[config.mk]
export PLATFORM = sky130hd
export DESIGN_NAME = spp_top
export DESIGN_NICKNAME = d
export VERILOG_FILES = /design/src/design/spp_pkg.sv /design/src/design/spp_cmd_if.sv /design/src/design/spp_sync.sv /design/src/design/spp_buf.sv /design/src/design/spp_top.sv
export VERILOG_INCLUDE_DIRS = /design/src /design/src/design
export SDC_FILE = /design/constraint.sdc
export NUM_CORES = 1
export LEC_CHECK = 0
export BUFFER_PORTS_ARGS = -buffer_cell sky130_fd_sc_hd__buf_4
export CORE_UTILIZATION = 30
export DETAILED_ROUTE_END_ITERATION = 16
export PLACE_DENSITY = 0.49
export SYNTH_ARGS = -nofsm -noshare
export SYNTH_HDL_FRONTEND = slang
export SYNTH_SLANG_ARGS = --single-unit
[constraint.sdc]
create_clock -name hclk -period 5.3 [get_ports hclk]
set_clock_uncertainty 0.05 [all_clocks]
set_input_delay 0.53 -clock hclk [delete_from_list [all_inputs] [get_ports hclk]]
set_output_delay 0.53 -clock hclk [all_outputs]
set_load 0.05 [all_outputs]
[src/design/spp_params.svh]
// Address, control word, field and timing constants of the status polled parallel port
`ifndef SPP_PARAMS_SVH
`define SPP_PARAMS_SVH

// ----------------------------------------------------------------------------
// Register indices (byte address is four times the index)
// ----------------------------------------------------------------------------
`define SPP_IDX_FIRST 8'hF4
`define SPP_IDX_SECOND 8'hF5
`define SPP_IDX_THIRD 8'hF6
`define SPP_IDX_CONTROL 8'hF7
`define SPP_IDX_LSB 2
`define SPP_IDX_MSB 9
`define SPP_CE_BIT 3

// ----------------------------------------------------------------------------
// Control port word layout
// ----------------------------------------------------------------------------
`define SPP_MODE_FLAG 7
`define SPP_FIRST_IN_BIT 4
`define SPP_UPPER_IN_BIT 3
`define SPP_SECOND_IN_BIT 1
`define SPP_LOWER_IN_BIT 0
`define SPP_BSR_SEL_MSB 3
`define SPP_BSR_SEL_LSB 1
`define SPP_BSR_LEVEL 0
`define SPP_MODE_RESET 8'h9B
`define SPP_INIT_CONFIG_WORD 8'h83

// ----------------------------------------------------------------------------
// Strobe set/reset words and busy masks of the third byte port
// ----------------------------------------------------------------------------
`define SPP_PRINTER_STROBE_ON_WORD 8'h0D
`define SPP_PRINTER_STROBE_OFF_WORD 8'h0C
`define SPP_PUNCH_STROBE_ON_WORD 8'h0B
`define SPP_PUNCH_STROBE_OFF_WORD 8'h0A
`define SPP_READER_STROBE_ON_WORD 8'h09
`define SPP_READER_STROBE_OFF_WORD 8'h08
`define SPP_PRINTER_BUSY_MASK 8'h04
`define SPP_PUNCH_BUSY_MASK 8'h02
`define SPP_READER_BUSY_MASK 8'h01

// ----------------------------------------------------------------------------
// Timing
// ----------------------------------------------------------------------------
`define SPP_CLK_MHZ 100
`define SPP_STROBE_MIN_NS 500
`define SPP_STROBE_MIN_CYC ((`SPP_STROBE_MIN_NS * `SPP_CLK_MHZ + 999) / 1000)

`endif

[src/design/spp_pkg.sv]
// Types shared by the status polled parallel port modules
package spp_pkg;

    // ------------------------------------------------------------------------
    // Port select, bus state and buffered command
    // ------------------------------------------------------------------------
    typedef enum logic [1:0] {
        SPP_SEL_FIRST = 2'b00,
        SPP_SEL_SECOND = 2'b01,
        SPP_SEL_THIRD = 2'b10,
        SPP_SEL_CONTROL = 2'b11
    } spp_sel_t;

    typedef enum logic [1:0] {
        SPP_ST_IDLE = 2'b00,
        SPP_ST_WRITE = 2'b01,
        SPP_ST_READ = 2'b10
    } spp_bus_st_t;

    typedef struct packed {
        spp_sel_t sel;
        logic [7:0] data;
    } spp_cmd_t;

endpackage

[src/design/spp_cmd_if.sv]
// Valid/ready carrier for port write commands
`timescale 1ns/100ps
`default_nettype none

interface spp_cmd_if;
    import spp_pkg::*;
    logic valid;
    logic ready;
    spp_cmd_t cmd;

    modport src (output valid, output cmd, input ready);
    modport dst (input valid, input cmd, output ready);
endinterface

`default_nettype wire

[src/design/spp_sync.sv]
// Three-stage pin synchroniser that accepts a change once stages two and three agree
`timescale 1ns/100ps
`default_nettype none

module spp_sync import spp_pkg::*; #(
    parameter int WIDTH = 24
) (
    // Clock and reset
    input wire logic hclk,
    input wire logic hresetn,
    // Pins and filtered levels
    input wire logic [WIDTH-1:0] pin,
    output logic [WIDTH-1:0] level
);

    logic [WIDTH-1:0] s1_r;
    logic [WIDTH-1:0] s2_r;
    logic [WIDTH-1:0] s3_r;

    always_ff @(posedge hclk or negedge hresetn) begin
        if (!hresetn) begin
            s1_r <= '0;
            s2_r <= '0;
            s3_r <= '0;
            level <= '0;
        end else begin
            s1_r <= pin;
            s2_r <= s1_r;
            s3_r <= s2_r;
            // Stage one is never looked at directly
            level <= (s2_r & s3_r) | (level & (s2_r | s3_r));
        end
    end

endmodule

`default_nettype wire

[src/design/spp_buf.sv]
// Small valid/ready command buffer between the bus slave and the port engine
`timescale 1ns/100ps
`default_nettype none

module spp_buf import spp_pkg::*; #(
    parameter int DEPTH = 2
) (
    // Clock and reset
    input wire logic hclk,
    input wire logic hresetn,
    // Filling and draining sides
    spp_cmd_if.dst up,
    spp_cmd_if.src dn
);

    localparam int PW = (DEPTH > 1) ? $clog2(DEPTH) : 1;

    spp_cmd_t mem_r [DEPTH];
    logic [PW-1:0] wr_ptr_r;
    logic [PW-1:0] rd_ptr_r;
    logic [PW:0] cnt_r;
    logic push;
    logic pop;

    function automatic logic [PW-1:0] ptr_inc(input logic [PW-1:0] p);
        ptr_inc = (p == PW'(DEPTH - 1)) ? '0 : PW'(p + 1'b1);
    endfunction

    assign up.ready = (cnt_r != (PW+1)'(DEPTH));
    assign dn.valid = (cnt_r != '0);
    assign dn.cmd = mem_r[rd_ptr_r];
    assign push = up.valid && up.ready;
    assign pop = dn.valid && dn.ready;

    always_ff @(posedge hclk) begin
        if (push) begin
            mem_r[wr_ptr_r] <= up.cmd;
        end
    end

    always_ff @(posedge hclk or negedge hresetn) begin
        if (!hresetn) begin
            wr_ptr_r <= '0;
            rd_ptr_r <= '0;
            cnt_r <= '0;
        end else begin
            if (push) begin
                wr_ptr_r <= ptr_inc(wr_ptr_r);
            end
            if (pop) begin
                rd_ptr_r <= ptr_inc(rd_ptr_r);
            end
            if (push && !pop) begin
                cnt_r <= cnt_r + 1'b1;
            end else if (pop && !push) begin
                cnt_r <= cnt_r - 1'b1;
            end
        end
    end

endmodule

`default_nettype wire

[src/design/spp_top.sv]
// Status polled parallel port: AHB-Lite slave, port latches and direction control
//
// The address map and register access over AHB-Lite were left to the implementer.
`timescale 1ns/100ps
`default_nettype none
`include "spp_params.svh"

module spp_top import spp_pkg::*; (
    // Clock and reset
    input wire logic hclk,
    input wire logic hresetn,
    // AHB-Lite slave
    input wire logic hsel,
    input wire logic [31:0] haddr,
    input wire logic [1:0] htrans,
    input wire logic hwrite,
    input wire logic [2:0] hsize,
    input wire logic [31:0] hwdata,
    input wire logic hready,
    output logic hreadyout,
    output logic hresp,
    output logic [31:0] hrdata,
    // First byte port (printer and punch data)
    input wire logic [7:0] first_byte_port_in,
    output logic [7:0] first_byte_port_out,
    output logic [7:0] first_byte_port_oe,
    // Second byte port (reader data)
    input wire logic [7:0] second_byte_port_in,
    output logic [7:0] second_byte_port_out,
    output logic [7:0] second_byte_port_oe,
    // Third byte port (strobes and busy lines)
    input wire logic [7:0] third_byte_port_in,
    output logic [7:0] third_byte_port_out,
    output logic [7:0] third_byte_port_oe
);

    // ------------------------------------------------------------------------
    // Declarations
    // ------------------------------------------------------------------------
    spp_bus_st_t bus_st_r;
    spp_sel_t sel_r;
    logic hit_r;
    logic take;
    logic [7:0] idx;
    logic [23:0] pin_level;
    logic [7:0] first_sync;
    logic [7:0] second_sync;
    logic [7:0] third_sync;
    logic [7:0] hold_r;
    logic pop;
    logic [7:0] rd_byte;
    logic [7:0] mode_word;
    logic [7:0] cmd_data;
    spp_sel_t cmd_sel;

    spp_cmd_if wr_if ();
    spp_cmd_if eng_if ();

    // Byte read back from a port: latch on driven bits, pin on input bits
    function automatic logic [7:0] mix(input logic [7:0] lat, input logic [7:0] pin,
                                       input logic [7:0] oe);
        mix = (lat & oe) | (pin & ~oe);
    endfunction

    // ------------------------------------------------------------------------
    // Pin synchronisers and command buffer
    // ------------------------------------------------------------------------
    spp_sync #(
        .WIDTH(24)
    ) u_sync (
        .hclk(hclk),
        .hresetn(hresetn),
        .pin({third_byte_port_in, second_byte_port_in, first_byte_port_in}),
        .level(pin_level)
    );

    assign first_sync = pin_level[7:0];
    assign second_sync = pin_level[15:8];
    assign third_sync = pin_level[23:16];

    // Writes queue here so a strobe hold never stalls the bus beyond two words
    spp_buf #(
        .DEPTH(2)
    ) u_buf (
        .hclk(hclk),
        .hresetn(hresetn),
        .up(wr_if.dst),
        .dn(eng_if.src)
    );

    // ------------------------------------------------------------------------
    // AHB-Lite address decode and data phase
    // ------------------------------------------------------------------------
    assign idx = haddr[`SPP_IDX_MSB:`SPP_IDX_LSB];
    assign take = hsel && hready && htrans[1] && (bus_st_r == SPP_ST_IDLE);

    assign wr_if.valid = (bus_st_r == SPP_ST_WRITE) && hit_r;
    assign wr_if.cmd = '{sel: sel_r, data: hwdata[7:0]};

    always_ff @(posedge hclk or negedge hresetn) begin
        if (!hresetn) begin
            bus_st_r <= SPP_ST_IDLE;
            sel_r <= SPP_SEL_FIRST;
            hit_r <= 1'b0;
            hreadyout <= 1'b1;
        end else begin
            case (bus_st_r)
                SPP_ST_IDLE: begin
                    if (take) begin
                        // Chip enable is active low, linear select
                        hit_r <= !idx[`SPP_CE_BIT];
                        sel_r <= spp_sel_t'(idx[1:0]);
                        hreadyout <= 1'b0;
                        bus_st_r <= hwrite ? SPP_ST_WRITE : SPP_ST_READ;
                    end
                end
                SPP_ST_WRITE: begin
                    if (!hit_r || wr_if.ready) begin
                        hreadyout <= 1'b1;
                        bus_st_r <= SPP_ST_IDLE;
                    end
                end
                SPP_ST_READ: begin
                    // Reads wait for queued writes so they never see stale latches
                    if (!eng_if.valid) begin
                        hreadyout <= 1'b1;
                        bus_st_r <= SPP_ST_IDLE;
                    end
                end
                default: begin
                    hreadyout <= 1'b1;
                    bus_st_r <= SPP_ST_IDLE;
                end
            endcase
        end
    end

    assign mode_word = {1'b1, 2'b00, ~first_byte_port_oe[0], ~third_byte_port_oe[7], 1'b0,
                        ~second_byte_port_oe[0], ~third_byte_port_oe[0]};

    always_comb begin
        case (sel_r)
            SPP_SEL_SECOND: rd_byte = mix(second_byte_port_out, second_sync,
                                          second_byte_port_oe);
            // Busy inputs live, strobe latches as driven
            SPP_SEL_THIRD: rd_byte = mix(third_byte_port_out, third_sync, third_byte_port_oe);
            SPP_SEL_CONTROL: rd_byte = mode_word;
            default: rd_byte = mix(first_byte_port_out, first_sync, first_byte_port_oe);
        endcase
    end

    always_ff @(posedge hclk or negedge hresetn) begin
        if (!hresetn) begin
            hrdata <= 32'h0000_0000;
        end else if (bus_st_r == SPP_ST_READ && !eng_if.valid) begin
            hrdata <= hit_r ? {24'h00_0000, rd_byte} : 32'h0000_0000;
        end
    end

    always_ff @(posedge hclk or negedge hresetn) begin
        if (!hresetn) begin
            hresp <= 1'b0;
        end else begin
            hresp <= 1'b0;
        end
    end

    // ------------------------------------------------------------------------
    // Port engine: drains the buffer and applies each write
    // ------------------------------------------------------------------------
    assign cmd_sel = eng_if.cmd.sel;
    assign cmd_data = eng_if.cmd.data;
    // A strobe edge is held at least the minimum pulse before the next command
    assign eng_if.ready = (hold_r == 8'h00);
    assign pop = eng_if.valid && eng_if.ready;

    always_ff @(posedge hclk or negedge hresetn) begin
        if (!hresetn) begin
            hold_r <= 8'h00;
        end else if (pop && (cmd_sel == SPP_SEL_THIRD || cmd_sel == SPP_SEL_CONTROL)) begin
            hold_r <= 8'(`SPP_STROBE_MIN_CYC - 1);
        end else if (hold_r != 8'h00) begin
            hold_r <= hold_r - 8'h01;
        end
    end

    // Direction: reset leaves every line an input until software configures
    always_ff @(posedge hclk or negedge hresetn) begin
        if (!hresetn) begin
            first_byte_port_oe <= 8'h00;
            second_byte_port_oe <= 8'h00;
            third_byte_port_oe <= 8'h00;
        end else if (pop && cmd_sel == SPP_SEL_CONTROL && cmd_data[`SPP_MODE_FLAG]) begin
            // Basic mode only; group mode bits are ignored
            first_byte_port_oe <= {8{~cmd_data[`SPP_FIRST_IN_BIT]}};
            second_byte_port_oe <= {8{~cmd_data[`SPP_SECOND_IN_BIT]}};
            third_byte_port_oe <= {{4{~cmd_data[`SPP_UPPER_IN_BIT]}},
                                   {4{~cmd_data[`SPP_LOWER_IN_BIT]}}};
        end
    end

    // Output latches; positive logic straight to the data lines
    always_ff @(posedge hclk or negedge hresetn) begin
        if (!hresetn) begin
            first_byte_port_out <= 8'h00;
            second_byte_port_out <= 8'h00;
            third_byte_port_out <= 8'h00;
        end else if (pop) begin
            case (cmd_sel)
                SPP_SEL_FIRST: first_byte_port_out <= cmd_data;
                SPP_SEL_SECOND: second_byte_port_out <= cmd_data;
                SPP_SEL_THIRD: third_byte_port_out <= cmd_data;
                SPP_SEL_CONTROL: begin
                    if (cmd_data[`SPP_MODE_FLAG]) begin
                        // A configuration word clears every latch
                        first_byte_port_out <= 8'h00;
                        second_byte_port_out <= 8'h00;
                        third_byte_port_out <= 8'h00;
                    end else begin
                        // Single bit set/reset, other bits kept
                        third_byte_port_out[cmd_data[`SPP_BSR_SEL_MSB:`SPP_BSR_SEL_LSB]]
                            <= cmd_data[`SPP_BSR_LEVEL];
                    end
                end
                default: first_byte_port_out <= first_byte_port_out;
            endcase
        end
    end

    // ------------------------------------------------------------------------
    // Assertions
    // ------------------------------------------------------------------------
    a_init_config_dirs: assert property (@(posedge hclk) disable iff (!hresetn)
        pop && cmd_sel == SPP_SEL_CONTROL && cmd_data == `SPP_INIT_CONFIG_WORD |=>
        first_byte_port_oe == 8'hFF && second_byte_port_oe == 8'h00 &&
        third_byte_port_oe == 8'hF0 && third_byte_port_out == 8'h00)
        else $error("configuration word did not set port directions");

    a_second_port_read: assert property (@(posedge hclk) disable iff (!hresetn)
        bus_st_r == SPP_ST_READ && !eng_if.valid && hit_r && sel_r == SPP_SEL_SECOND &&
        second_byte_port_oe == 8'h00 |=> hrdata[7:0] == $past(second_sync) && hreadyout)
        else $error("second port read did not return reader lines");

    a_busy_bits_read: assert property (@(posedge hclk) disable iff (!hresetn)
        bus_st_r == SPP_ST_READ && !eng_if.valid && hit_r && sel_r == SPP_SEL_THIRD &&
        third_byte_port_oe[2:0] == 3'h0 |=> hrdata[2:0] == $past(third_sync[2:0]))
        else $error("busy bits read back wrong");

    a_printer_strobe_set: assert property (@(posedge hclk) disable iff (!hresetn)
        pop && cmd_sel == SPP_SEL_CONTROL && cmd_data == `SPP_PRINTER_STROBE_ON_WORD |=>
        third_byte_port_out[6] && third_byte_port_out[5:0] == $past(third_byte_port_out[5:0]))
        else $error("printer strobe set word failed");

    a_bsr_keeps_dirs: assert property (@(posedge hclk) disable iff (!hresetn)
        pop && cmd_sel == SPP_SEL_CONTROL && !cmd_data[7] |=>
        $stable(third_byte_port_oe) && $stable(first_byte_port_out) &&
        $stable(first_byte_port_oe))
        else $error("set/reset word disturbed other state");

    a_strobe_min_hold: assert property (@(posedge hclk) disable iff (!hresetn)
        pop && cmd_sel == SPP_SEL_CONTROL |=> !pop [*8])
        else $error("command issued inside strobe hold");

    a_chip_enable_gate: assert property (@(posedge hclk) disable iff (!hresetn)
        take && hwrite && haddr[`SPP_IDX_LSB + `SPP_CE_BIT] |=> !wr_if.valid ##1 hreadyout)
        else $error("unselected write reached the port");

    a_port_write_data: assert property (@(posedge hclk) disable iff (!hresetn)
        pop && cmd_sel == SPP_SEL_FIRST |=> first_byte_port_out == $past(cmd_data))
        else $error("first port latch not updated");

    a_resp_okay: assert property (@(posedge hclk) disable iff (!hresetn)
        !hresp)
        else $error("slave answered other than OKAY");

endmodule

`default_nettype wire

Word-level counts from Yosys, hierarchy flattened

Memories as Yosys holds them, arrays and structs flattened.
Index checks and enable logic that the tools add are counted.

$add $sub $neg: 5
Reductions and logical operators: 35
Eq/ne operators: 13
Bitwise gates (word level): 24
$lt $le $gt $ge: 2
Multiplexer cells: 27

Operator list:

| kind                                                                  | count |
|---|---|
| 24-bit AND                                                            | 2 |
| 8-bit AND                                                             | 6 |
| 24-bit bitwise OR                                                     | 2 |
| 8-bit case mux with 2 select lines                                    | 3 |
| 8-bit 2-to-1 mux                                                      | 5 |
| 8-bit NOT                                                             | 3 |
| 8-bit bitwise OR                                                      | 3 |
| 8-bit case mux with 3 select lines                                    | 1 |
| 1-bit logical AND                                                     | 13 |
| 2-bit 2-to-1 mux                                                      | 6 |
| 2-bit nonzero test                                                    | 6 |
| 2-bit equality test, second input constant                            | 5 |
| 3-bit AND reduction                                                   | 3 |
| 8-bit bitwise mux                                                     | 1 |
| 8-bit logical NOT                                                     | 1 |
| 1-bit 2-to-1 mux                                                      | 8 |
| 2-bit inequality test, second input constant                          | 4 |
| 1-bit NOT                                                             | 8 |
| 8-bit nonzero test                                                    | 1 |
| 8-bit by 1-bit subtractor with 8-bit output, second input constant    | 1 |
| 2-bit by 1-bit equality test with 1-bit output, second input constant | 3 |
| 2-bit case mux with 3 select lines                                    | 1 |
| 1-bit logical NOT                                                     | 5 |
| 2-bit logical NOT                                                     | 2 |
| 10 further kinds                                                      | 13 |

RAM bits: 20
Output and inout bits: 82
Bits of input ports: 98
Memories: 1
Register bits: 177

Memory list:

| name        | words | bits a word | rd ports | clocked after memory_dff | wr ports | RTL line      | source |
|---|---|---|---|---|---|---|---|
| u_buf.mem_r | 2     | 10          | 1        | 0                        | 1        | spp_buf.sv:18 | `spp_cmd_t mem_r [DEPTH];` |

Depth between registers and ports, before layout

An unclocked memory read counts as a cell.

Depth in word-level cells: 8
Gate-level depth with buffers: 8
Gate-level depth less buffers: 8

Cells and area by module

A second synthesis with hierarchy kept.

Cells, all modules: 507
Area, all modules: 6,712.7 µm²

Modules (own cells, without submodules):

| module   | times used | cells an instance | sequential area each (µm²) | area each (µm²) |
|---|---|---|---|---|
| spp_top  | 1          | 338               | 1,252.5                    | 3,108.0 |
| spp_sync | 1          | 120               | 2,402.3                    | 2,672.6 |
| spp_buf  | 1          | 49                | 700.7                      | 932.1 |

Worst setup path after synthesis

OpenSTA, ideal clock, no wires.

Kind: register to register
Start point: reg second_byte_port_oe[0] (netlist name)
End point: reg hrdata[0]
Buffers on the path: 1
Stages on the path, launching flop included: 6
Path slack: 3.243 ns
Arrival: 1.886 ns
Period minus slack after synthesis: 2.057 ns
Setup time: 0.121 ns
Cells stage by stage: dfrtp_1 -> clkbuf_1 -> mux2i_1 -> mux2i_1 -> mux2_2 -> a22o_1

Word-level cells in the longest chain between the ends: 5

RTL lines:

| item                                   | RTL line       | source |
|---|---|---|
| 8-bit NOT                              | spp_top.sv:62  | `mix = (lat & oe) \| (pin & ~oe);` |
| 8-bit AND                              | spp_top.sv:62  |  |
| 8-bit bitwise OR (*)                   | spp_top.sv:62  |  |
| 8-bit case mux with 3 select lines (*) | spp_top.sv:142 | `case (sel_r)` |
| 8-bit 2-to-1 mux (*)                   | spp_top.sv:156 | `hrdata <= hit_r ? {24'h00_0000, rd_byte} : 32'h0000_0000;` |
| to (signal assigned)                   | spp_top.sv:156 |  |
| to (decl)                              | spp_top.sv:22  | `output logic [31:0] hrdata,` |

Mark *: on every way between the ends. The rest lies on a longest branch, timed or not.
A chain may end at the register's enable or synchronous reset.

Final worst setup path

Start point: reg u_buf.rd_ptr_r
End point: reg second_byte_port_out[2]

Word-level cells in the longest chain between the ends: 4

RTL lines:

| item                                                                                         | RTL line       | source |
|---|---|---|
| from (decl)                                                                                  | spp_buf.sv:20  | `logic [PW-1:0] rd_ptr_r;` |
| from (signal assigned)                                                                       | spp_buf.sv:51  | `rd_ptr_r <= ptr_inc(rd_ptr_r);` |
| memory 2 x 10 bit (*)                                                                        | --             |  |
| 2-bit equality test / 2-bit by 1-bit equality test with 1-bit output (equally long branches) | spp_top.sv:209 | `case (cmd_sel)` |
| 2-bit inequality test (no line) / 2-bit nonzero test (equally long branches)                 | --             |  |
| 3-bit AND reduction (no line)                                                                | --             |  |
| to (signal assigned)                                                                         | spp_top.sv:211 | `SPP_SEL_SECOND: second_byte_port_out <= cmd_data;` |
| to (decl)                                                                                    | spp_top.sv:29  | `output logic [7:0] second_byte_port_out,` |

Marks and branches as above.

==> reports/qor.csv <==
stage;metric;value;unit
worst_setup_path;cp-start-kind;register;
power;ir_drop;332;µV
status;failed_checks;design-rule violations;
clock_network;cts.sinks;170;
power;power_frac_seq;42.4;%
sta;layout_setup_ws;2.39;ns
synth;synth.area.top_cells;dfrtp_1 55%, edfxtp_1 8.9%, buf_4 5.1%, mux2_2 5.0%, mux2i_1 4.6%;
detailed_routing;detail_route.wl_per_cell;16.3;µm
power;powerDensity;535;nW/µm²
sta;min_period;2.91;ns
detailed_routing;ant_nets;0;
synth;synth_area;6780;µm²
global_routing;grt_pass1_vias;3904;
global_routing;antenna_found_initial;0;
synth;postSynthCellCount;484;
synth;post-synth-top-count-cell;dfrtp_1;
global_routing;overflow;0;
synth;ys_warn_count;0;
floorplan;start_util;30.9;%
worst_setup_path;crit_start;u_buf.rd_ptr_r$_DFFE_PN0P_;
clock_network;cts_buffer_depth;2;
finish;drive_gt1_share;29.5;%
synth;synth_ff_type;dfrtp_1;
synth;ys_seq_area_share;64.3;%
synth;syn_area_per_cell;14.0;µm²
placement;dp_slack;2.37;ns
synth;synthTopCellsByCount;149 x dfrtp_1, 46 x buf_4, 31 x mux2i_1;
worst_setup_path;cp.required;5.55;ns
sta;finalSetupViolCount;0;
clock_network;clkTransAtPathRegs;0.06;ns
synth;synthArstFlopShare;88.2;%
detailed_routing;wl;14000;µm
clock_network;clk_latency;0.42;ns
worst_setup_path;arrival;3.16;ns
power;pwr-share-clk;27.3;%
global_routing;grt_max_degree;96;
sta;slew_headroom;28.1;%
synth;synth-seq-cells;170;
clock_network;cts_hold_buf;0;
placement;placedCellCount;826;
finish;final_nets;665;
sta;setup_tns;0;ns
floorplan;dieArea;23200;µm²
sta;timing.fmax;343;MHz
synth;synth_top_cell_area_share;55.0;%
placement;gp_congestion;0.797;
floorplan;die_h;152;µm
worst_setup_path;rr_startpoint;u_buf.rd_ptr_r$_DFFE_PN0P_;
worst_setup_path;cp_max_fo;27;
floorplan;std_cell_rows;54;
detailed_routing;post-route-drc-count;16;
worst_setup_path;worst_setup_path_end_kind;register;
detailed_routing;vias;3913;
floorplan;die_x;152;µm
floorplan;io-pin-count;180;
hold_path;hold_path.class;in2async;
global_routing;grt_util_all_layers;12.6;%
sta;rsz0062_at_grt;no;
placement;io_buffer_count;97;
power;power_switching;1.62;mW
synth;synth_top_cell_by_area;dfrtp_1;
sta;final_max_slew_viol_count;0;
clock_network;tritoncts;built;
synth;synth_edf_count;20;
power;switching_share;37.2;%
sta;fin_crit_sh;54.9;%
status;status;finished with violations;
detailed_routing;drt_first_pass_iters;11;
global_routing;grt_pass1_wl;22100;µm
finish;num-fill-cells;2079;
finish;antenna_cells;0;
synth;ys_types;55;
clock_network;htreeDepth;4;
power;pwr-share-comb;30.2;%
clock_network;cts_inserted_buffers;17;
sta;worst_pin_slew;1.08;ns
finish;area_delta_synth_final;19.7;%
worst_setup_path;critPathKind;reg2reg;
power;p_leak;3.59;nW
clock_network;clock-root-buffer;clkbuf_16;
power;internal_power;2.73;mW
placement;dp_hpwl;9620;µm
floorplan;coreArea;22000;µm²
finish;layout.cells.non_filler;857;
detailed_routing;drtIter0Drc;192;
sta;hold_viol;0;
run;max_cap_viol_count;0;
detailed_routing;vias_per_cell;4.57;
clock_network;cts-resized-gates;0;
clock_network;post-cts-setup-buffers;0;
## cell type report
| type | instances | area [µm²] | share of cell area (%) |
|---|---|---|---|
| clock inverter | 6 | 61.3 | 0.756 |
| sequential | 170 | 4360 | 53.7 |
| timing repair buffer | 98 | 739 | 9.11 |
| clock buffer | 25 | 505 | 6.23 |
| inverter | 8 | 30.0 | 0.370 |
| multi-input combinational | 270 | 2070 | 25.5 |
| tap | 280 | 350 | 4.32 |
## registers in the layout, summed over array words and instances (netlist names), 20 cells and up
name and count:
u_sync.s3_r 24, u_buf.mem_r 20, u_sync.s2_r 24, u_sync.level 24, u_sync.s1_r 24
## kinds of logic (layout without fill, tap and decap cells)
| logic type | count (synthesis) | count (layout) | synth area share (%) |
|---|---|---|---|
| flops | 170 | 170 | 64.3 |
| compound gates | 67 | 67 | 6.76 |
| buf+inv | 68 | 137 | 6.48 |
| other cells | 1 | 25 | 0.0553 |
| simple gates | 78 | 78 | 7.07 |
| xor+xnor | 12 | 12 | 1.55 |
| mux | 62 | 62 | 9.90 |
| fa+ha+maj | 26 | 26 | 3.91 |
## power by group through the flow
stage	Clock [mW]	Combinational, mW	Sequential, mW
global route	1.28	1.39	1.88
detailed placement	0	1.32	1.87
global placement	0	1.31	1.86
finish	1.19	1.31	1.84
CTS	1.22	1.32	1.85
floorplan	0	0.690	2.09
## worst max-delay path, cell delays in order (launching register included)
cell and delay (ns):
dfrtp_1 1.05, mux2i_1 0.34, o21a_1 0.38, nor3b_4 0.57, mux2_2 0.40
## routing by layer
| layer | vias to the layer above | wire length, µm | global-route usage (%) |
|---|---|---|---|
| li1 | 1816 | - | - |
| met1 | 1946 | 6680 | 17.0 |
| met2 | 132 | 6360 | 19.6 |
| met3 | 19 | 771 | 3.27 |
| met4 | 0 | 203 | 4.52 |
| met5 | - | 0 | 0 |
## worst paths after layout
path | to | slack, ns | cells after the start
min in group hclk | u_sync.s1_r[14]$_DFF_PN0_ | 0.16 | 1
min | u_sync.s2_r[18]$_DFF_PN0_ | 0.12 | 1
max in group asynchronous | u_sync.s3_r[2]$_DFF_PN0_ | 3.78 | 2
min reg2reg | u_sync.s2_r[16]$_DFF_PN0_ | 0.29 | 0
max reg2reg | second_byte_port_out[2]$_DFFE_PN0P_ | 2.39 | 4
max | second_byte_port_out[2]$_DFFE_PN0P_ | 2.39 | 4
## per-stage QoR
step	power (mW)	hold slack, ns	utilization, %	cell area, µm²
3_3_place_gp	3.17	0.282	34.4	7550
5_1_grt	4.55	0.137	37.0	8110
3_5_place_dp	3.19	0.285	34.4	7550
2_1_floorplan	2.78	0.184	-	6870
4_1_cts	4.40	0.139	37.0	8110
6_report	4.34	0.124	37.0	8110
## cell usage in the layout (no fill, tap or decap), types with 3 or more instances in the layout
cell,n
dfrtp_1,149
o32ai_1,4
conb_1,25
nor3b_1,5
maj3_1,24
nor3_1,4
mux2_2,30
nand2_1,17
inv_1,8
nand3_1,3
clkbuf_8,5
o22ai_1,3
xnor2_1,9
nor2_1,15
edfxtp_1,20
nor2b_1,4
mux2i_1,31
clkbuf_16,17
a21oi_1,18
xor2_1,3
clkbuf_1,3
o32a_1,7
or2_2,6
buf_4,97
and3b_1,4
o21ai_0,14
a22o_1,8
nand2b_1,5
(Power assumes the default switching activity.)
